**config.mk**
```make
export PLATFORM = sky130hd
export DESIGN_NAME = dmapi_top
export DESIGN_NICKNAME = d
export VERILOG_FILES = /design/src/inc/dmapi_pkg.sv /design/src/inc/dmapi_seq_if.sv /design/src/verilog/dmapi_wseq.sv /design/src/verilog/dmapi_rseq.sv /design/src/verilog/dmapi_top.sv
export SDC_FILE = /design/constraint.sdc
export NUM_CORES = 1
export LEC_CHECK = 0
export ABC_AREA = 0
export BUFFER_PORTS_ARGS = -buffer_cell sky130_fd_sc_hd__clkbuf_2
export CORE_ASPECT_RATIO = 1.4
export CORE_UTILIZATION = 56
export CTS_BUF_LIST = sky130_fd_sc_hd__clkbuf_4 sky130_fd_sc_hd__clkbuf_8
export CTS_CLUSTER_DIAMETER = 60
export DETAILED_ROUTE_END_ITERATION = 7
export PLACE_DENSITY_LB_ADDON = 0.15
export SLEW_MARGIN = 20
export SYNTH_ARGS = -nofsm -noshare
export SYNTH_HDL_FRONTEND = slang
export SYNTH_HIERARCHICAL = 1
export SYNTH_SLANG_ARGS = --single-unit
```
**constraint.sdc**
```tcl
create_clock -name clk -period 3.5 [get_ports clk]
set_input_delay 1.05 -clock clk [delete_from_list [all_inputs] [get_ports clk]]
set_output_delay 1.05 -clock clk [all_outputs]
set_load 0.005 [all_outputs]
```
**src/inc/dmapi_pkg.sv**
```systemverilog
// shared constants and types of the dma programming port
`default_nettype none
package dmapi_pkg;
    localparam int NSLOT = 14;
    localparam int NRD = 7;
    // associated register slots, in write order
    localparam logic [3:0] SL_A_LO = 4'h0;
    localparam logic [3:0] SL_A_HI = 4'h1;
    localparam logic [3:0] SL_LEN_LO = 4'h2;
    localparam logic [3:0] SL_LEN_HI = 4'h3;
    localparam logic [3:0] SL_TIM_A = 4'h4;
    localparam logic [3:0] SL_TIM_B = 4'h5;
    localparam logic [3:0] SL_MASK = 4'h6;
    localparam logic [3:0] SL_MATCH = 4'h7;
    localparam logic [3:0] SL_B_LO = 4'h8;
    localparam logic [3:0] SL_B_HI = 4'h9;
    localparam logic [3:0] SL_INT = 4'hA;
    localparam logic [3:0] SL_PULSE = 4'hB;
    localparam logic [3:0] SL_VEC = 4'hC;
    localparam logic [3:0] SL_RMASK = 4'hD;
    // bit positions within base bytes and the interrupt control byte
    localparam int P_GRP = 7;
    localparam int P_DIR = 2;
    localparam int P_G0_PTR = 3;
    localparam int P_TIM_PTR = 6;
    localparam int P_G3_PTR = 3;
    localparam int P_G4_PTR = 2;
    localparam int P_IC_PTR = 3;
    localparam int P_FIX = 5;
    localparam int P_INC = 4;
    // group six command codes
    localparam logic [7:0] CMD_RESET = 8'hC3;
    localparam logic [7:0] CMD_LOAD = 8'hCF;
    localparam logic [7:0] CMD_ENABLE = 8'h87;
    localparam logic [7:0] CMD_DISABLE = 8'h83;
    localparam logic [7:0] CMD_RD_STATUS = 8'hBF;
    localparam logic [7:0] CMD_INIT_RD = 8'hA7;
    localparam logic [7:0] CMD_RMASK = 8'hBB;
    // address counter modes
    localparam logic [1:0] MODE_DEC = 2'h0;
    localparam logic [1:0] MODE_INC = 2'h1;
    localparam logic [1:0] MODE_FIX = 2'h2;
    // reset values and status bits
    localparam logic [6:0] RMASK_RST = 7'h7F;
    localparam logic [6:0] RD_STATUS_ONLY = 7'h01;
    localparam logic [1:0] MODE_RST = MODE_INC;
    localparam int ST_XFER = 0;
    localparam int ST_REQ = 1;
    localparam int ST_EOB_N = 5;
    typedef enum logic {
        DMAPI_OFF = 1'b0,
        DMAPI_ON = 1'b1
    } dmapi_state_e;
endpackage
`default_nettype wire

```
**src/inc/dmapi_seq_if.sv**
```systemverilog
// pending-slot sequencer handshake between the top and its sequencers
`default_nettype none
interface dmapi_seq_if #(parameter int N = 8) ();
    localparam int W = $clog2(N);
    logic load;
    logic [N-1:0] load_bits;
    logic take;
    logic busy;
    logic [W-1:0] slot;
    modport ctl(output load, output load_bits, output take,
                input busy, input slot);
    modport seq(input load, input load_bits, input take,
                output busy, output slot);
endinterface
`default_nettype wire

```
**src/verilog/dmapi_wseq.sv**
```systemverilog
// write sequencer: walks pointed associated registers lowest first
`default_nettype none
module dmapi_wseq
    import dmapi_pkg::*;
#(
    parameter int N = NSLOT
) (
    input wire logic clk,
    input wire logic rst_n,
    dmapi_seq_if.seq sq
);
    localparam int W = $clog2(N);
    logic [N-1:0] pend_q;
    logic [W-1:0] slot_c;

    if (N < 2 || N > 16) begin : g_chk
        $error("dmapi_wseq: N out of range");
    end

    always_comb begin
        slot_c = '0;
        for (int i = N - 1; i >= 0; i--) begin
            if (pend_q[i]) begin
                slot_c = W'(i);
            end
        end
    end

    assign sq.slot = slot_c;
    assign sq.busy = |pend_q;

    always_ff @(posedge clk or negedge rst_n) begin
        if (!rst_n) begin
            pend_q <= '0;
        end else if (sq.load) begin
            pend_q <= sq.load_bits;
        end else if (sq.take) begin
            pend_q <= pend_q & ~(N'(1) << slot_c);
        end
    end
endmodule
`default_nettype wire

```
**src/verilog/dmapi_rseq.sv**
```systemverilog
// read sequencer: masked ascending walk that wraps to the mask again
`default_nettype none
module dmapi_rseq
    import dmapi_pkg::*;
#(
    parameter int N = NRD
) (
    input wire logic clk,
    input wire logic rst_n,
    dmapi_seq_if.seq sq
);
    localparam int W = $clog2(N);
    logic [N-1:0] pend_q;
    logic [N-1:0] mask_q;
    logic [N-1:0] rest;
    logic [W-1:0] slot_c;

    if (N < 2 || N > 8) begin : g_chk
        $error("dmapi_rseq: N out of range");
    end

    always_comb begin
        slot_c = '0;
        for (int i = N - 1; i >= 0; i--) begin
            if (pend_q[i]) begin
                slot_c = W'(i);
            end
        end
    end

    assign rest = pend_q & ~(N'(1) << slot_c);
    assign sq.slot = slot_c;
    assign sq.busy = |pend_q;

    always_ff @(posedge clk or negedge rst_n) begin
        if (!rst_n) begin
            pend_q <= '0;
            mask_q <= '0;
        end else if (sq.load) begin
            pend_q <= sq.load_bits;
            mask_q <= sq.load_bits;
        end else if (sq.take) begin
            pend_q <= (rest == '0) ? mask_q : rest;
        end
    end
endmodule
`default_nettype wire

```
**src/verilog/dmapi_top.sv**
```systemverilog
// host programming port of a single-channel two-port dma controller
`default_nettype none
// What this block does
// - enabled state may request buses; disabled state requests nothing
// - power-up and every reset leave the controller disabled
// - any host byte disables; only the enable command re-enables
// - each group access starts with its base byte
// - base byte holds group id and pointer bits for its registers; pulse and vector are pointed from the int byte
// - following bytes fill pointed registers in order, skipping clear
// - group zero base is known from bits 0, 1 and 7
// - group zero order: port A start low, high, length low, high
// - groups one, two give timing bytes; group three mask then match
// - group four: B start low, high, int, pulse, vector; six: read mask
// - host reads status and counters through port input cycles
// - reads walk registers zero to six, skipping masked ones
// - read order: status, byte count, port A count, port B count
// - initiate-read or read-status command restarts the read walk
// - load copies start address into source port counter only
// - one byte more than the block length is transferred
// - all registers are eight bits except the seven-bit read mask, low byte first
// - addressed only with chip enable, io strobe and read or write
module dmapi_top
    import dmapi_pkg::*;
(
    input wire logic clk,
    input wire logic rst_n,
    input wire logic ce_n,
    input wire logic io_request_strobe_n,
    input wire logic rd_n,
    input wire logic wr_n,
    input wire logic [7:0] d_in,
    output logic [7:0] d_out,
    output logic d_oe,
    input wire logic xfer_step,
    output logic bus_req,
    output logic dma_enabled,
    output logic src_is_a,
    output logic [15:0] port_a_addr,
    output logic [15:0] port_b_addr,
    output logic [7:0] timing_a,
    output logic [7:0] timing_b,
    output logic [7:0] search_mask,
    output logic [7:0] match_byte,
    output logic [7:0] int_ctrl,
    output logic [7:0] pulse_ctrl,
    output logic [7:0] int_vector,
    output logic [7:0] ctrl_five
);
    dmapi_seq_if #(.N(NSLOT)) wif ();
    dmapi_seq_if #(.N(NRD)) rif ();

    dmapi_state_e state_q;
    logic wr_acc, rd_acc, wr_prev_q, rd_prev_q, wstb, rstb, rend;
    logic base, is_g0, is_g1, is_g2, is_g3, is_g4, is_g5, is_g6;
    logic cmd_reset, cmd_load, cmd_en, cmd_rd_st, cmd_init, cmd_rmask;
    logic ic_wr, done, step_ok, xfer_seen_q;
    logic [1:0] a_mode_q, b_mode_q;
    logic [6:0] rmask_q;
    logic [15:0] a_start_q, b_start_q, len_q, a_cnt_q, b_cnt_q;
    logic [16:0] byte_cnt_q;
    logic [7:0] status, rd_val, d_out_q;

    dmapi_wseq #(.N(NSLOT)) u_wseq (
        .clk(clk),
        .rst_n(rst_n),
        .sq(wif.seq)
    );

    dmapi_rseq #(.N(NRD)) u_rseq (
        .clk(clk),
        .rst_n(rst_n),
        .sq(rif.seq)
    );

    // host access decode and strobe edges
    assign wr_acc = !ce_n && !io_request_strobe_n && !wr_n;
    assign rd_acc = !ce_n && !io_request_strobe_n && !rd_n && wr_n;
    assign wstb = wr_acc && !wr_prev_q;
    assign rstb = rd_acc && !rd_prev_q;
    assign rend = !rd_acc && rd_prev_q;

    always_ff @(posedge clk or negedge rst_n) begin
        if (!rst_n) begin
            wr_prev_q <= 1'b0;
            rd_prev_q <= 1'b0;
        end else begin
            wr_prev_q <= wr_acc;
            rd_prev_q <= rd_acc;
        end
    end

    // base byte decode; only when no pointed register is pending
    assign base = wstb && !wif.busy;
    assign is_g0 = base && !d_in[P_GRP] && d_in[1:0] != 2'h0;
    assign is_g1 = base && !d_in[P_GRP] && d_in[2:0] == 3'h4;
    assign is_g2 = base && !d_in[P_GRP] && d_in[2:0] == 3'h0;
    assign is_g3 = base && d_in[P_GRP] && d_in[1:0] == 2'h0;
    assign is_g4 = base && d_in[P_GRP] && d_in[1:0] == 2'h1;
    assign is_g5 = base && d_in[P_GRP] && d_in[2:0] == 3'h2 && !d_in[6];
    assign is_g6 = base && d_in[P_GRP] && d_in[1:0] == 2'h3;
    assign cmd_reset = is_g6 && d_in == CMD_RESET;
    assign cmd_load = is_g6 && d_in == CMD_LOAD;
    assign cmd_en = is_g6 && d_in == CMD_ENABLE;
    assign cmd_rd_st = is_g6 && d_in == CMD_RD_STATUS;
    assign cmd_init = is_g6 && d_in == CMD_INIT_RD;
    assign cmd_rmask = is_g6 && d_in == CMD_RMASK;
    assign ic_wr = wif.take && wif.slot == SL_INT;

    // pointer bits select the associated registers to follow
    assign wif.take = wstb && wif.busy;
    always_comb begin
        wif.load = is_g0 || is_g1 || is_g2 || is_g3 || is_g4 || is_g6
            || ic_wr;
        wif.load_bits = '0;
        if (is_g0) begin
            wif.load_bits[SL_A_LO] = d_in[P_G0_PTR];
            wif.load_bits[SL_A_HI] = d_in[P_G0_PTR + 1];
            wif.load_bits[SL_LEN_LO] = d_in[P_G0_PTR + 2];
            wif.load_bits[SL_LEN_HI] = d_in[P_G0_PTR + 3];
        end
        if (is_g1) begin
            wif.load_bits[SL_TIM_A] = d_in[P_TIM_PTR];
        end
        if (is_g2) begin
            wif.load_bits[SL_TIM_B] = d_in[P_TIM_PTR];
        end
        if (is_g3) begin
            wif.load_bits[SL_MASK] = d_in[P_G3_PTR];
            wif.load_bits[SL_MATCH] = d_in[P_G3_PTR + 1];
        end
        if (is_g4) begin
            wif.load_bits[SL_B_LO] = d_in[P_G4_PTR];
            wif.load_bits[SL_B_HI] = d_in[P_G4_PTR + 1];
            wif.load_bits[SL_INT] = d_in[P_G4_PTR + 2];
        end
        if (ic_wr) begin
            wif.load_bits[SL_PULSE] = d_in[P_IC_PTR];
            wif.load_bits[SL_VEC] = d_in[P_IC_PTR + 1];
        end
        if (cmd_rmask) begin
            wif.load_bits[SL_RMASK] = 1'b1;
        end
    end

    // associated register stores, one byte each
    always_ff @(posedge clk or negedge rst_n) begin
        if (!rst_n) begin
            a_start_q <= '0;
            b_start_q <= '0;
            len_q <= '0;
            timing_a <= '0;
            timing_b <= '0;
            search_mask <= '0;
            match_byte <= '0;
            int_ctrl <= '0;
            pulse_ctrl <= '0;
            int_vector <= '0;
            rmask_q <= RMASK_RST;
        end else if (wif.take) begin
            unique case (wif.slot)
                SL_A_LO: a_start_q[7:0] <= d_in;
                SL_A_HI: a_start_q[15:8] <= d_in;
                SL_LEN_LO: len_q[7:0] <= d_in;
                SL_LEN_HI: len_q[15:8] <= d_in;
                SL_TIM_A: timing_a <= d_in;
                SL_TIM_B: timing_b <= d_in;
                SL_MASK: search_mask <= d_in;
                SL_MATCH: match_byte <= d_in;
                SL_B_LO: b_start_q[7:0] <= d_in;
                SL_B_HI: b_start_q[15:8] <= d_in;
                SL_INT: int_ctrl <= d_in;
                SL_PULSE: pulse_ctrl <= d_in;
                SL_VEC: int_vector <= d_in;
                SL_RMASK: rmask_q <= d_in[6:0];
                default: rmask_q <= rmask_q;
            endcase
        end
    end

    function automatic logic [1:0] mode_of(input logic [7:0] b);
        logic [1:0] m;
        m = b[P_INC] ? MODE_INC : MODE_DEC;
        if (b[P_FIX]) begin
            m = MODE_FIX;
        end
        return m;
    endfunction

    function automatic logic [15:0] step_addr(input logic [15:0] a,
                                              input logic [1:0] m);
        logic [15:0] r;
        r = a;
        if (m == MODE_INC) begin
            r = a + 16'h1;
        end
        if (m == MODE_DEC) begin
            r = a - 16'h1;
        end
        return r;
    endfunction

    // control bits carried in base bytes
    always_ff @(posedge clk or negedge rst_n) begin
        if (!rst_n) begin
            src_is_a <= 1'b1;
            a_mode_q <= MODE_RST;
            b_mode_q <= MODE_RST;
            ctrl_five <= '0;
        end else begin
            if (is_g0) begin
                src_is_a <= d_in[P_DIR];
            end
            if (is_g1) begin
                a_mode_q <= mode_of(d_in);
            end
            if (is_g2) begin
                b_mode_q <= mode_of(d_in);
            end
            if (is_g5) begin
                ctrl_five <= d_in;
            end
        end
    end

    // enabled / disabled state
    always_ff @(posedge clk or negedge rst_n) begin
        if (!rst_n) begin
            state_q <= DMAPI_OFF;
        end else if (wstb) begin
            state_q <= cmd_en ? DMAPI_ON : DMAPI_OFF;
        end
    end

    assign dma_enabled = state_q == DMAPI_ON;
    assign done = byte_cnt_q == {1'b0, len_q} + 17'h1;
    assign bus_req = dma_enabled && !done;
    assign step_ok = xfer_step && bus_req;

    // byte and address counters
    always_ff @(posedge clk or negedge rst_n) begin
        if (!rst_n) begin
            byte_cnt_q <= '0;
            a_cnt_q <= '0;
            b_cnt_q <= '0;
        end else if (cmd_reset) begin
            byte_cnt_q <= '0;
            a_cnt_q <= '0;
            b_cnt_q <= '0;
        end else if (cmd_load) begin
            byte_cnt_q <= '0;
            if (src_is_a) begin
                a_cnt_q <= a_start_q;
            end else begin
                b_cnt_q <= b_start_q;
            end
        end else if (step_ok) begin
            byte_cnt_q <= byte_cnt_q + 17'h1;
            a_cnt_q <= step_addr(a_cnt_q, a_mode_q);
            b_cnt_q <= step_addr(b_cnt_q, b_mode_q);
        end
    end

    always_ff @(posedge clk or negedge rst_n) begin
        if (!rst_n) begin
            xfer_seen_q <= 1'b0;
        end else if (step_ok) begin
            xfer_seen_q <= 1'b1;
        end else if (cmd_reset) begin
            xfer_seen_q <= 1'b0;
        end
    end

    assign port_a_addr = a_cnt_q;
    assign port_b_addr = b_cnt_q;

    // read walk and read data
    always_comb begin
        status = '0;
        status[ST_XFER] = xfer_seen_q;
        status[ST_REQ] = bus_req;
        status[ST_EOB_N] = !done;
    end

    assign rif.load = cmd_init || cmd_rd_st || cmd_reset;
    assign rif.load_bits = cmd_init ? rmask_q :
        (cmd_rd_st ? RD_STATUS_ONLY : '0);
    assign rif.take = rend && rif.busy;

    always_comb begin
        unique case (rif.slot)
            3'h1: rd_val = byte_cnt_q[7:0];
            3'h2: rd_val = byte_cnt_q[15:8];
            3'h3: rd_val = a_cnt_q[7:0];
            3'h4: rd_val = a_cnt_q[15:8];
            3'h5: rd_val = b_cnt_q[7:0];
            3'h6: rd_val = b_cnt_q[15:8];
            default: rd_val = status;
        endcase
    end

    always_ff @(posedge clk or negedge rst_n) begin
        if (!rst_n) begin
            d_out_q <= '0;
        end else if (rstb) begin
            d_out_q <= rd_val;
        end
    end

    assign d_out = d_out_q;
    assign d_oe = rd_acc;
endmodule
`default_nettype wire

```
Yosys cells after proc, flatten, opt, wreduce, memory -nomap -nowiden:

Index checks and enable logic that the tools add are counted.

* register bits: 213
* latch bits: 0
* memory bits (writable): 0
* bits in read-only memories: 0
* bits of input ports: 15
* output and inout bits: 108
* logic and storage cells: 210
* memories kept: 0

* add/subtract/negate cells: 6
* multipliers: 0
* div/mod/pow operators: 0
* magnitude comparators: 0
* equal/unequal tests: 34
* shifts and indexed selects: 2
* multiplexer cells: 56
* bitwise logic cells: 4
* reductions and logical operators: 79

Operator list (count)
* 16-bit two-way mux: 12
* 4-bit two-way mux: 15
* 17-bit two-way mux: 3
* 8-bit equality test (second input constant): 6
* 8-bit one-hot mux with 6 select lines: 1
* 16-bit by 1-bit adder with 16-bit output (second input constant): 2
* 16-bit by 1-bit subtractor with 16-bit output (second input constant): 2
* 1-bit logical AND: 29
* 14-bit two-way mux: 2
* 7-bit two-way mux: 4
* 2-bit AND reduction: 14
* 4-bit equality test (second input constant): 6
* 3-bit two-way mux: 8
* 16-bit by 1-bit adder with 17-bit output (second input constant): 1
* 17-bit by 1-bit adder with 17-bit output (second input constant): 1
* 17-bit equality test: 1
* 4-bit by 3-bit equality test with 1-bit output (second input constant): 4
* 14-bit bitwise AND: 1
* 14-bit inverter: 1
* 14-bit OR reduction: 1
* 1-bit by 4-bit << shifter with 14-bit output (first input constant): 1
* 3-bit equality test (second input constant): 4
* 1-bit logical NOT: 11
* 3-bit by 2-bit equality test with 1-bit output (second input constant): 3
* 21 further kinds: 48

Longest topological paths before layout:

Gate-level depths: netlist of run 1.

* word-level depth: 19
* mapped depth: 13
* mapped depth without buffers: 12

By module:

The synthesis of run 1 kept the hierarchy.

Modules (own cells, without submodules)
* dmapi_top: times used 1, cells an instance 1012, area an instance 10432.5 sq um, seq. area each 4642.0 sq um
* dmapi_wseq: times used 1, cells an instance 92, area an instance 875.8 sq um, seq. area each 350.3 sq um
* dmapi_rseq: times used 1, cells an instance 89, area an instance 864.6 sq um, seq. area each 350.3 sq um

Worst setup path before layout of run 1:

Ideal clock, no wire load.

* kind: input port to flip-flop
* start: input io_request_strobe_n
* end: register u_rseq.pend_q[5]
* library setup time: 0.139 ns
* data arrival time: 3.704 ns
* required time: 3.361 ns
* setup slack: -0.343 ns
* stages: 11
* path buffers: 3
* path through: or4_4 nor3b_4 nand2_2 nor4b_2 buf_2 buf_2 o21bai_1 clkbuf_8 and2b_2 o21ai_0 o311ai_1

* longest elaborated chain between the ends: 11
* elaborated cells on any way between the ends: 20
* those cells by class: mux (2); reduce/logical (18)

RTL lines
* start: declaration: RTL line dmapi_top.sv:28 `input wire logic io_request_strobe_n,`
* 1-bit logical NOT *: RTL line dmapi_top.sv:76 `assign wr_acc = !ce_n && !io_request_strobe_n && !wr_n;`
* 1-bit logical AND * (2 in a row): RTL line dmapi_top.sv:76
* 1-bit logical AND *: RTL line dmapi_top.sv:78 `assign wstb = wr_acc && !wr_prev_q;`
* 1-bit logical AND *: RTL line dmapi_top.sv:93 `assign base = wstb && !wif.busy;`
* 1-bit logical AND * (2 in a row): RTL line dmapi_top.sv:100 `assign is_g6 = base && d_in[P_GRP] && d_in[1:0] == 2'h3;`
* 1-bit logical AND, on equally long branches: RTL line dmapi_top.sv:105, dmapi_top.sv:104
* 1-bit logical OR: RTL line dmapi_top.sv:284 `assign rif.load = cmd_init || cmd_rd_st || cmd_reset;`
* 1-bit logical OR *: RTL line dmapi_top.sv:284
* net rif.load: RTL line dmapi_seq_if.sv:5 `logic load;`
* 7-bit two-way mux / 2-bit nonzero test (equally long branches)
* end signal: assignment: RTL line dmapi_rseq.sv:40 `pend_q <= sq.load_bits;`
* end signal: assignment: RTL line dmapi_rseq.sv:43 `pend_q <= (rest == '0) ? mask_q : rest;`
* end: declaration: RTL line dmapi_rseq.sv:13 `logic [N-1:0] pend_q;`

Mark *: on every way through the listed nets, which the timed path passes. The rest lies on a longest branch.
A chain may end at the register's enable or synchronous reset.

Worst setup path after layout of run 1:

* start: register len_q[1]
* end: output bus_req

* longest elaborated chain between the ends: 4

RTL lines
* start: declaration: RTL line dmapi_top.sv:59 `logic [15:0] a_start_q, b_start_q, len_q, a_cnt_q, b_cnt_q;`
* start signal: assignment: RTL line dmapi_top.sv:163 `SL_LEN_LO: len_q[7:0] <= d_in;`
* 16-bit by 1-bit adder with 17-bit output: RTL line dmapi_top.sv:235 `assign done = byte_cnt_q == {1'b0, len_q} + 17'h1;`
* 17-bit equality test: RTL line dmapi_top.sv:235
* 1-bit logical NOT: RTL line dmapi_top.sv:236 `assign bus_req = dma_enabled && !done;`
* 1-bit logical AND: RTL line dmapi_top.sv:236
* end: declaration: RTL line dmapi_top.sv:35 `output logic bus_req,`

Every way passes these cells.

==> results.md, run 1 <==
* Distinct cell type count after synthesis at 92
* Crit-path max cell delay at 0.43 ns
* Final ANT Viol Nets at 0
* Vias in the first global route at roughly 10000
* Crit path kind: flip-flop to primary output
* Outcome: finished, violations left
* Num rows at 63
* Cells after Synth at ~1200
* Fmax at approximately 270 MHz
* Die width at approximately 130 um
* Largest net degree at the start of global routing at between 60 and 70
* Worst setup EP type: primary output
* Port bufs at around 120
* Fin nets at between 1000 and 1500
* Post-Place Cell Area at 13400 um2
* Crit-path cells: ha_4 -> nand4_1 -> buf_4 -> nor2_4 -> o211ai_1 -> nor4_2 -> o2111ai_2 -> nand2_2 -> inv_2 -> clkbuf_2
* Startpoint types: flip-flop
* Failing checks: negative setup slack
* Synth Flop Type: dfrtp_1
* Antenna violations before repair at 0
* Max cap viols at 0
* Final setup violation count at 1
* N_diodes at 0
* WL final at roughly 34 mm
* WHS at 0.463 ns
* GRT Residual Overflow at 0
* PwrDens at just under 500 nW/um2
* Clock Skew at about 0.019 ns
* Top cell type's share of synthesized area at about two fifths
* Worst path arrival time at between 2 and 3 ns
* Clk_lat worst skew at 0.54 ns
* CTS buffer count at 34
* Clk buf depth at 3
* Starting density of the core at 57.2%
* RSZ-0062 raised after global routing: yes
* Clock Pin Slew Worst Setup and Hold Paths at ~0.060 ns
* CTS H-tree depth at 2
* Die footprint at between 20000 and 25000 um2
* Class of the worst hold path: flip-flop to flip-flop
* Vias at about 10000
* Min Tclk post-route at between 3 and 4 ns
* Most instantiated cells after synthesis: dfrtp_1 (203), nand2_1 (125), mux2_2 (105)
* IO Count at 123
* Sequential fraction of the synthesis area at 43.9%
* GPL Wtd Cong at about 0.90
* Root cell of the clock tree: clkbuf_8
* Wire per inst at around 21 um
* DIE HEIGHT at 176 um
* Core area at 21300 um2
* Period utilization at 105%
* Peak supply drop at ~0.34 mV
* Leakage power at between 0.006 and 0.007 uW
* Mean Syn Cell Area at approximately 10 um2
* Gr usage total at a little under a third
* YS warnings at 6
* Pre-CTS setup slack at -0.0379 ns
* DR pass1 iterations at 5
* CP required at about 2.5 ns
* Pins over their slew limit at 0
* Crit Path Max Fanout at 5
* Critical-path top delay cell: dfrtp_1
* Slew HR at a little over a third
* Most frequent cell after synthesis: dfrtp_1
* Layout cells sized above 1 at between 30% and 40%
* Final instance area at between 10000 and 15000 um2
* First-pass GRT wire length at 54.4 mm
* Area leader, netlist: dfrtp_1
* Vias per inst at 6.14
* Area delta synth->final at 17.5%
* Syn nets at between 1000 and 1500
* Fin worst setup slack at -0.187 ns
* Slew at the pin closest to its max-slew limit at 0.952 ns
* CTS tree: done
* Mapped cell area at ~12000 um2
* Final Hold Viols at 0
* Async S/R FF share, synth at between 90% and 100%
* Post-synth EDFFs at 0
* Synth top area cells: dfrtp_1 (42%), mux2_2 (9.7%), nand2_1 (3.9%)
* DP HPWL at between 20 and 25 mm
* Sink Count at roughly 210
* Seq cells post-synth at approximately 210
* Iter 0 DRT Violations at roughly 700
* DR DRC count at 0
-- sequential cells by signal (all words and copies together) (netlist names), 2 cells and up --
| register | count |
|---|---|
| a_mode_q | 2 |
| timing_a | 8 |
| timing_b | 8 |
| search_mask | 8 |
| len_q | 16 |
| int_vector | 8 |
| rmask_q | 7 |
| a_start_q | 16 |
| ctrl_five | 8 |
| b_start_q | 16 |
| pulse_ctrl | 8 |
| int_ctrl | 8 |
| u_rseq/pend_q | 7 |
| match_byte | 8 |
| port_b_addr | 16 |
| b_mode_q | 2 |
| byte_cnt_q | 17 |
| port_a_addr | 16 |
| u_rseq/mask_q | 7 |
| u_wseq/pend_q | 14 |
| d_out | 8 |
-- cells by family (layout without fill, tap and decap cells) --
kind of cell             Yosys count  in the layout  share of synthesized area (%)
AO/OA/AOI/OAI                    225            225                           12.1
XOR/XNOR                          45             45                           3.24
adder cells (fa/ha/maj)           33             33                           3.49
buffers and inverters             95            293                           3.65
flip-flops                       213            213                           43.9
multiplexers                     159            159                           14.9
AND/OR/NAND/NOR                  423            423                           18.8
-- cell type report --
cell class,count,area (um2)
clock inverter,5,33.8
timing repair buffer,199,1240
multi-input combinational,885,6550
tap,260,325
fill,1709,6980
sequential,213,5350
inverter,33,124
clock buffer,56,677
-- worst paths after layout --
kind,start,endpoint,slack [ns],cells after the start
worst max-delay path,len_q[1],bus_req,-0.19,10
worst min-delay path,ctrl_five[7],ctrl_five[7],0.46,1
worst max register to register,u_wseq/pend_q[11],port_a_addr[14],0.31,9
worst min register to register,ctrl_five[7],ctrl_five[7],0.46,1
max in group asynchronous,rst_n,rmask_q[5],2.27,2
min in group asynchronous,rst_n,len_q[11],0.47,1
-- worst max-delay path, delay by kind of cell (launching register included) --
family | cells | cell delay, ns
adder cells (fa/ha/maj) | 1 | 0.19
buffers and inverters | 3 | 0.35
flip-flops | 1 | 0.43
AO/OA/AOI/OAI | 2 | 0.42
AND/OR/NAND/NOR | 4 | 0.72
-- report_power, final --
| group | leakage [uW] | internal, uW | total, uW | switching, uW |
|---|---|---|---|---|
| Clock | 0.000376 | 1230 | 2220 | 995 |
| Combinational | 0.00370 | 937 | 2100 | 1160 |
| Sequential | 0.00285 | 2620 | 2790 | 169 |
| Total | 0.00692 | 4780 | 7110 | 2320 |
-- layer usage --
layer | share of wire, % | global-route usage (%) | vias up
met5 | 0 | 0 | -
met4 | 5.6 | 18.1 | 0
met3 | 6.2 | 5.73 | 112
met2 | 49 | 54.5 | 394
met1 | 39 | 37.8 | 4958
li1 | - | - | 4671
-- stage by stage --
step	total power, uW	util, %	setup TNS (ns)	cells
6_report	7110	67.2	-0.187	1651
4_1_cts	7150	67.2	-0.0650	1651
3_5_place_dp	4900	63.0	-0.0595	1584
2_1_floorplan	4270	-	0	1193
3_3_place_gp	4860	63.0	0	1584
5_1_grt	7500	67.2	-0.287	1651
-- placed cells by master, fill, tap and decap left out, drive strengths merged, types with 18 or more instances in the layout --
| cell type | n |
|---|---|
| nor2 | 77 |
| dfrtp | 203 |
| xnor2 | 23 |
| nand2 | 127 |
| xor2 | 22 |
| nand2b | 19 |
| nor3 | 49 |
| inv | 34 |
| nand4 | 18 |
| mux2 | 120 |
| ha | 30 |
| mux2i | 36 |
| o21ai | 60 |
| a21oi | 63 |
| buf | 78 |
| nand3 | 23 |
| clkbuf | 177 |
-- what timing repair did --
action	CTS	global route
resized for setup	32	0
buffers inserted	6	0
gates cloned	0	0
setup endpoints to repair	1	1
hold buffers	0	0
pin swaps	8	0
(Power assumes the default switching activity.)
==> run 2, diff against run 1 <==
Clock period 3.5 ns to 3.14 ns, I/O delays scaled along.
==> run 2 against run 1 <==
The flow still finishes with violations (negative setup slack). Sequential share of layout area shrank 1.3 points. Global-route usage rose by 0.54 points. Via count grew 0.56%. Total power increased by 17%. Routed wire length increased by 3.1%. Design area increased by 3.6%. Combinational power rose by 16%. Cell count increased by 2.8%.
==> results.md, run 2 (same netlist as run 1, synthesis figures left out) <==
* Final non-filler cell total at 1698 (was 1651)
* Reg2reg start: len_q[0] (was u_wseq/pend_q[11])
* Critical-path top delay cell: dfrtp_1 (unchanged)
* RSZ-0062 raised after global routing: yes (unchanged)
* Vias per inst at 6.00 (was 6.14)
* DR pass1 iterations at 5 (unchanged)
* Layout Utilization at 69.6% (was 67.2%)
* Period utilization at 110%
* Gr usage total at 32.4% (was 31.9%)
* Core area at 21300 um2 (unchanged)
* Class of the worst hold path: input port to asynchronous set/reset pin (was flip-flop to flip-flop)
* Top delay family on crit path: compound AO/OA/AOI/OAI gates (was simple AND/OR/NAND/NOR gates)
* Met2 Use GR at 56.7% (was 54.5%)
* Fmax at between 200 and 300 MHz
* Min Tclk post-route at roughly 3.5 ns
* Num rows at 63 (unchanged)
* PwrDens at 562 nW/um2 (was 497 nW/um2)
* Startpoint types: flip-flop (unchanged)
* Area delta synth->final at 21.8% (was 17.5%)
* Worst setup EP type: primary output (unchanged)
* Crit path kind: flip-flop to primary output (unchanged)
* Final ANT Viol Nets at 0 (unchanged)
* GRT Residual Overflow at 0 (unchanged)
* Sink Count at 213 (unchanged)
* Final Hold Viols at 0 (unchanged)
* Multi-input gate area at 6640 um2 (was 6550 um2)
* Pwr Total at 8330 uW (was 7110 uW)
* Worst path arrival time at 2.51 ns (was 2.64 ns)
* IO Count at 123 (unchanged)
* Die footprint at 22300 um2 (unchanged)
* DIE HEIGHT at 176 um (unchanged)
* GPL Wtd Cong at 0.880 (was 0.905)
* Max reg flops at 17 (unchanged)
* # fillers at 1655 (was 1709)
* Setup TNS Final at -0.311 ns (was -0.187 ns)
* WL final at 35.4 mm (was 34.3 mm)
* Outcome: finished, violations left (unchanged)
* Met1 usage at 37.8% (about the same)
* Clock Skew at 0.0222 ns (was 0.0194 ns)
* Busiest grt layer: met2 (unchanged)
* Vias in the first global route at 10467 (was 10068)
* Max cap viols at 0 (unchanged)
* Register Area at 5350 um2 (unchanged)
* Commonest non-fill, non-tap cell in the layout: dfrtp_1 (unchanged)
* Slew HR at 57.0% (was 36.2%)
* CTS tree: done (unchanged)
* Fin nets at 1456 (was 1413)
* Vias at 10192 (was 10135)
* Root cell of the clock tree: clkbuf_8 (unchanged)
* Slew at the pin closest to its max-slew limit at 0.645 ns (was 0.952 ns)
* DP HPWL at 25.6 mm (was 24.4 mm)
* Starting density of the core at 57.2% (unchanged)
* Wire per inst at 20.8 um (about the same)
* Crit-path max cell delay at 0.42 ns (was 0.43 ns)
* Crit path buffers/inverters at 3 (unchanged)
* Critical path origin: len_q[0] (was len_q[1])
* Clk_lat worst skew at 0.54 ns (about the same)
* DR DRC count at 0 (unchanged)
* Largest Register: byte_cnt_q (unchanged)
* Final setup violation count at 1 (unchanged)
* Pins over their slew limit at 0 (unchanged)
* Clk buf depth at 3 (unchanged)
* # placed instances at 1627 (was 1584)
* Die width at 127 um (unchanged)
* Crit Path Max Fanout at 2 (was 5)
* Antenna violations before repair at 1 (was 0)
* CTS H-tree depth at 2 (unchanged)
* Layout cells sized above 1 at 35.8% (was 32.8%)
* Iter 0 DRT Violations at 606 (was 701)
* Hold_buf cts at 0 (unchanged)
* Peak supply drop at 0.445 mV (was 0.345 mV)
* CP required at 2.20 ns (was 2.45 ns)
* Crit-path cells: ha_4 -> xor2_1 -> a211oi_1 -> o211ai_1 -> nor4_1 -> buf_4 -> o2111ai_4 -> nand2_2 -> inv_1 -> clkbuf_2 (was ha_4 -> nand4_1 -> buf_4 -> nor2_4 -> o211ai_1 -> nor4_2 -> o2111ai_2 -> nand2_2 -> inv_2 -> clkbuf_2)
* Clock Pin Slew Worst Setup and Hold Paths at 0.06 ns (about the same)
* CTS buffer count at 36 (was 34)
* Fin worst setup slack at -0.311 ns (was -0.187 ns)
* Port bufs at 122 (unchanged)
* Failing checks: negative setup slack (unchanged)
* First-pass GRT wire length at 55.8 mm (was 54.4 mm)
* Met3 Resource Use GR at 4.91% (was 5.73%)
* Most frequent cells in the layout: dfrtp_1 (196), clkbuf_2 (121), nand2_1 (118) (was dfrtp_1 (196), nand2_1 (123), clkbuf_2 (121))
* Largest net degree at the start of global routing at 81 (was 69)
* Leakage power at 0.00724 uW (was 0.00692 uW)
## run 2: changes by cell type in the layout (fill, tap and decap cells not counted), sizes merged
cell	delta
buf	+41
clkinv	+4
diode	+1
bufinv	+2
clkinvlp	-1
## run 2: final cells by class
type / count / area share (%)
inverter: 33 / 0.836
tap: 260 / 2.19
clock inverter: 10 / 0.717
clock buffer: 56 / 4.82
antenna: 1 / 0.0169
sequential: 213 / 36.1
multi-input combinational: 885 / 44.8
timing repair buffer: 240 / 10.6
## run 2: what timing repair did
action | 4_1_cts | 5_1_grt
endpoints found under the setup margin | 1 | 36
pin swaps | 8 | 13
gates resized for setup | 24 | 19
setup buffers | 2 | 2
## run 2: worst paths after layout
check                                 end  slack (ns)  cells after the start
max                               bus_req       -0.31                     10
min                        byte_cnt_q[16]        0.41                      1
max reg2reg                byte_cnt_q[13]        0.17                     10
min reg2reg                  ctrl_five[7]        0.47                      1
max in group asynchronous       wr_prev_q        1.97                      2
min in group clk             ctrl_five[7]        0.47                      1
## run 2: routing by layer
metal,vias to the layer above,part of all wire (%)
met1,4995,40
met3,108,4.8
met2,322,50
li1,4767,-
met4,0,5.7
met5,-,0
## run 2: power by group
group	switching, uW	leakage, uW	total (uW)	internal [uW]
registers	191	0.00285	3110	2920
logic	1340	0.00396	2440	1100
clock network	1160	0.000436	2780	1620
total	2690	0.00724	8330	5640
## run 2: metrics by stage
stage                     instance area [um2]  hold WS, ns  setup slack, ns
after global placement                  13800        0.463           -0.251
after floorplan                         12200        0.449           -0.249
after global routing                    14800        0.420           -0.392
after CTS                               14700        0.428           -0.294
final                                   14800        0.408           -0.311
after detailed placement                13800        0.457           -0.284
==> run 3, diff against run 2 <==
Settings changed: CORE_MARGIN set to 2.
==> run 3 against run 2 <==
The flow still finishes with violations (negative setup slack). Routed wire length shrank 0.74%. Clock power shrank 6%. Sequential share of layout area grew 0.083 points. Largest power group unchanged. Fmax shrank 1.5%. Global-route usage shrank 1.3 points. Total power shrank 2.1%. Worst setup slack lost 0.051 ns. Cell count shrank 0.53%. Critical path depth is the same. Register-to-register slack lost 0.08 ns. Sequential power is essentially flat. Via count grew 0.63%. Critical endpoint unchanged.
==> results.md, run 3 (same netlist as run 1, synthesis figures left out) <==
* Max reg flops at 17 (unchanged)
* Layout cells sized above 1 at 35.7% (was 35.8%)
* Met3 Resource Use GR at 4.50% (was 4.91%)
* Fmax at 286 MHz (was 290 MHz)
* First-pass GRT wire length at 55.4 mm (was 55.8 mm)
* Fin nets at 1455 (was 1456)
* Largest net degree at the start of global routing at 62 (was 81)
* # placed instances at 1628 (was 1627)
* N_diodes at 0 (was 1)
* Vias at 10256 (was 10192)
* Leakage power at 0.00718 uW (was 0.00724 uW)
* Clock Skew at 0.0241 ns (was 0.0222 ns)
* Period utilization at 112% (was 110%)
* Gr usage total at 31.1% (was 32.4%)
* DIE HEIGHT at 178 um (was 176 um)
* Worst path arrival time at 2.56 ns (was 2.51 ns)
* Pins over their slew limit at 0 (unchanged)
* Fin worst setup slack at -0.362 ns (was -0.311 ns)
* DR pass1 iterations at 5 (unchanged)
* Busiest grt layer: met2 (unchanged)
* Final Hold Viols at 0 (unchanged)
* Sink Count at 213 (unchanged)
* Crit path kind: flip-flop to primary output (unchanged)
* Crit Path Max Fanout at 7 (was 2)
* Hold_buf cts at 0 (unchanged)
* Area delta synth->final at 21.5% (was 21.8%)
* GPL Wtd Cong at 0.953 (was 0.880)
* DR DRC count at 0 (unchanged)
* Die footprint at 22900 um2 (was 22300 um2)
* Starting density of the core at 57.2% (unchanged)
* Met1 usage at 38.0% (was 37.8%)
* Failing checks: negative setup slack (unchanged)
* Slew HR at 40.6% (was 57.0%)
* Most frequent cells in the layout: dfrtp_1 (197), clkbuf_2 (121), nand2_1 (118) (was dfrtp_1 (196), clkbuf_2 (121), nand2_1 (118))
* Setup TNS Final at -0.362 ns (was -0.311 ns)
* # fillers at 1723 (was 1655)
* WL final at 35.1 mm (was 35.4 mm)
* Clk_lat worst skew at 0.53 ns (was 0.54 ns)
* CP required at 2.20 ns (about the same)
* Root cell of the clock tree: clkbuf_8 (unchanged)
* Die width at 129 um (was 127 um)
* Worst setup EP type: primary output (unchanged)
* Commonest non-fill, non-tap cell in the layout: dfrtp_1 (unchanged)
* Class of the worst hold path: input port to asynchronous set/reset pin (unchanged)
* Wire per inst at 20.8 um (about the same)
* CTS tree: done (unchanged)
* Met2 Use GR at 54.1% (was 56.7%)
* Min Tclk post-route at 3.50 ns (was 3.45 ns)
* Port bufs at 122 (unchanged)
* Vias in the first global route at 10254 (was 10467)
* GRT Residual Overflow at 0 (unchanged)
* Outcome: finished, violations left (unchanged)
* Antenna violations before repair at 0 (was 1)
* RSZ-0062 raised after global routing: yes (unchanged)
* Core area at 21300 um2 (unchanged)
* Clock Pin Slew Worst Setup and Hold Paths at 0.07 ns (was 0.06 ns)
* Largest Register: byte_cnt_q (unchanged)
* Clk buf depth at 3 (unchanged)
* Final ANT Viol Nets at 0 (unchanged)
* Peak supply drop at 0.572 mV (was 0.445 mV)
* Final setup violation count at 1 (unchanged)
* WHS at 0.362 ns (was 0.408 ns)
* Iter 0 DRT Violations at 618 (was 606)
* Pwr Total at 8150 uW (was 8330 uW)
* Max cap viols at 0 (unchanged)
* Startpoint types: flip-flop (unchanged)
* Slew at the pin closest to its max-slew limit at 0.886 ns (was 0.645 ns)
* Num rows at 63 (unchanged)
* CTS H-tree depth at 2 (unchanged)
* PwrDens at 551 nW/um2 (was 562 nW/um2)
* DP HPWL at 25.8 mm (was 25.6 mm)
* Vias per inst at 6.07 (was 6.00)
* IO Count at 123 (unchanged)
* Final instance area at 14800 um2 (about the same)
* CTS buffer count at 34 (was 36)
* Post-Place Cell Area at 13800 um2 (about the same)
* Final non-filler cell total at 1689 (was 1698)
[run 3: changes by cell type in the layout (fill, tap and decap cells not counted), sizes merged]
cell    before  now
diode        1    0
buf        119  120
clkinv       6    7
clkbuf     177  167
bufinv       2    3
inv         34   33
[run 3: power breakdown]
| part | internal, uW | leakage, uW | total [uW] | switching (uW) |
|---|---|---|---|---|
| Sequential | 2920 | 0.00285 | 3100 | 183 |
| Combinational | 1110 | 0.00394 | 2440 | 1330 |
| Clock | 1500 | 0.000390 | 2610 | 1100 |
| Total | 5530 | 0.00718 | 8150 | 2620 |
[run 3: stage by stage]
stage | setup slack [ns] | util (%)
floorplan | -0.249 | -
global placement | -0.211 | 64.7
detailed placement | -0.235 | 64.7
CTS | -0.280 | 68.8
global route | -0.443 | 69.5
finish | -0.362 | 69.5
[run 3: critical path, stage by stage, from the launching register on]
cell and delay (ns):
dfrtp_1 0.40, buf_6 0.15, nand2_8 0.09, or4_1 0.53, a31oi_2 0.22, nor4_2 0.08, buf_4 0.15, o2111ai_4 0.12
nand2_2 0.13, inv_2 0.06, clkbuf_2 0.10
[run 3: path summary, 6_finish.rpt]
path	startpoint	to	slack (ns)	cells after the start
max in group asynchronous	rst_n	d_out[5]	2.03	2
worst max-delay path	len_q[1]	bus_req	-0.36	10
worst min register to register	ctrl_five[7]	ctrl_five[7]	0.46	1
worst max register to register	len_q[1]	byte_cnt_q[13]	0.09	11
worst min-delay path	rst_n	len_q[1]	0.36	1
min in group clk	ctrl_five[7]	ctrl_five[7]	0.46	1
[run 3: layer usage]
metal | up-vias | part of all wire [%]
li1 | 4764 | -
met1 | 5063 | 40
met2 | 334 | 50
met3 | 95 | 4.9
met4 | 0 | 5.0
met5 | - | 0
[run 3: layout make-up]
cell class	count	area (um2)	area share, %
multi-input combinational	885	6660	45.1
tap	260	325	2.20
clock inverter	11	133	0.897
clock buffer	46	608	4.11
timing repair buffer	241	1580	10.7
sequential	213	5350	36.2
inverter	33	124	0.838
[run 3: what timing repair did]
action	in CTS	in global routing
buffers inserted	0	4
hold endpoints to repair	0	0
pin swaps	9	12
resized for setup	26	22
endpoints found under the setup margin	1	37
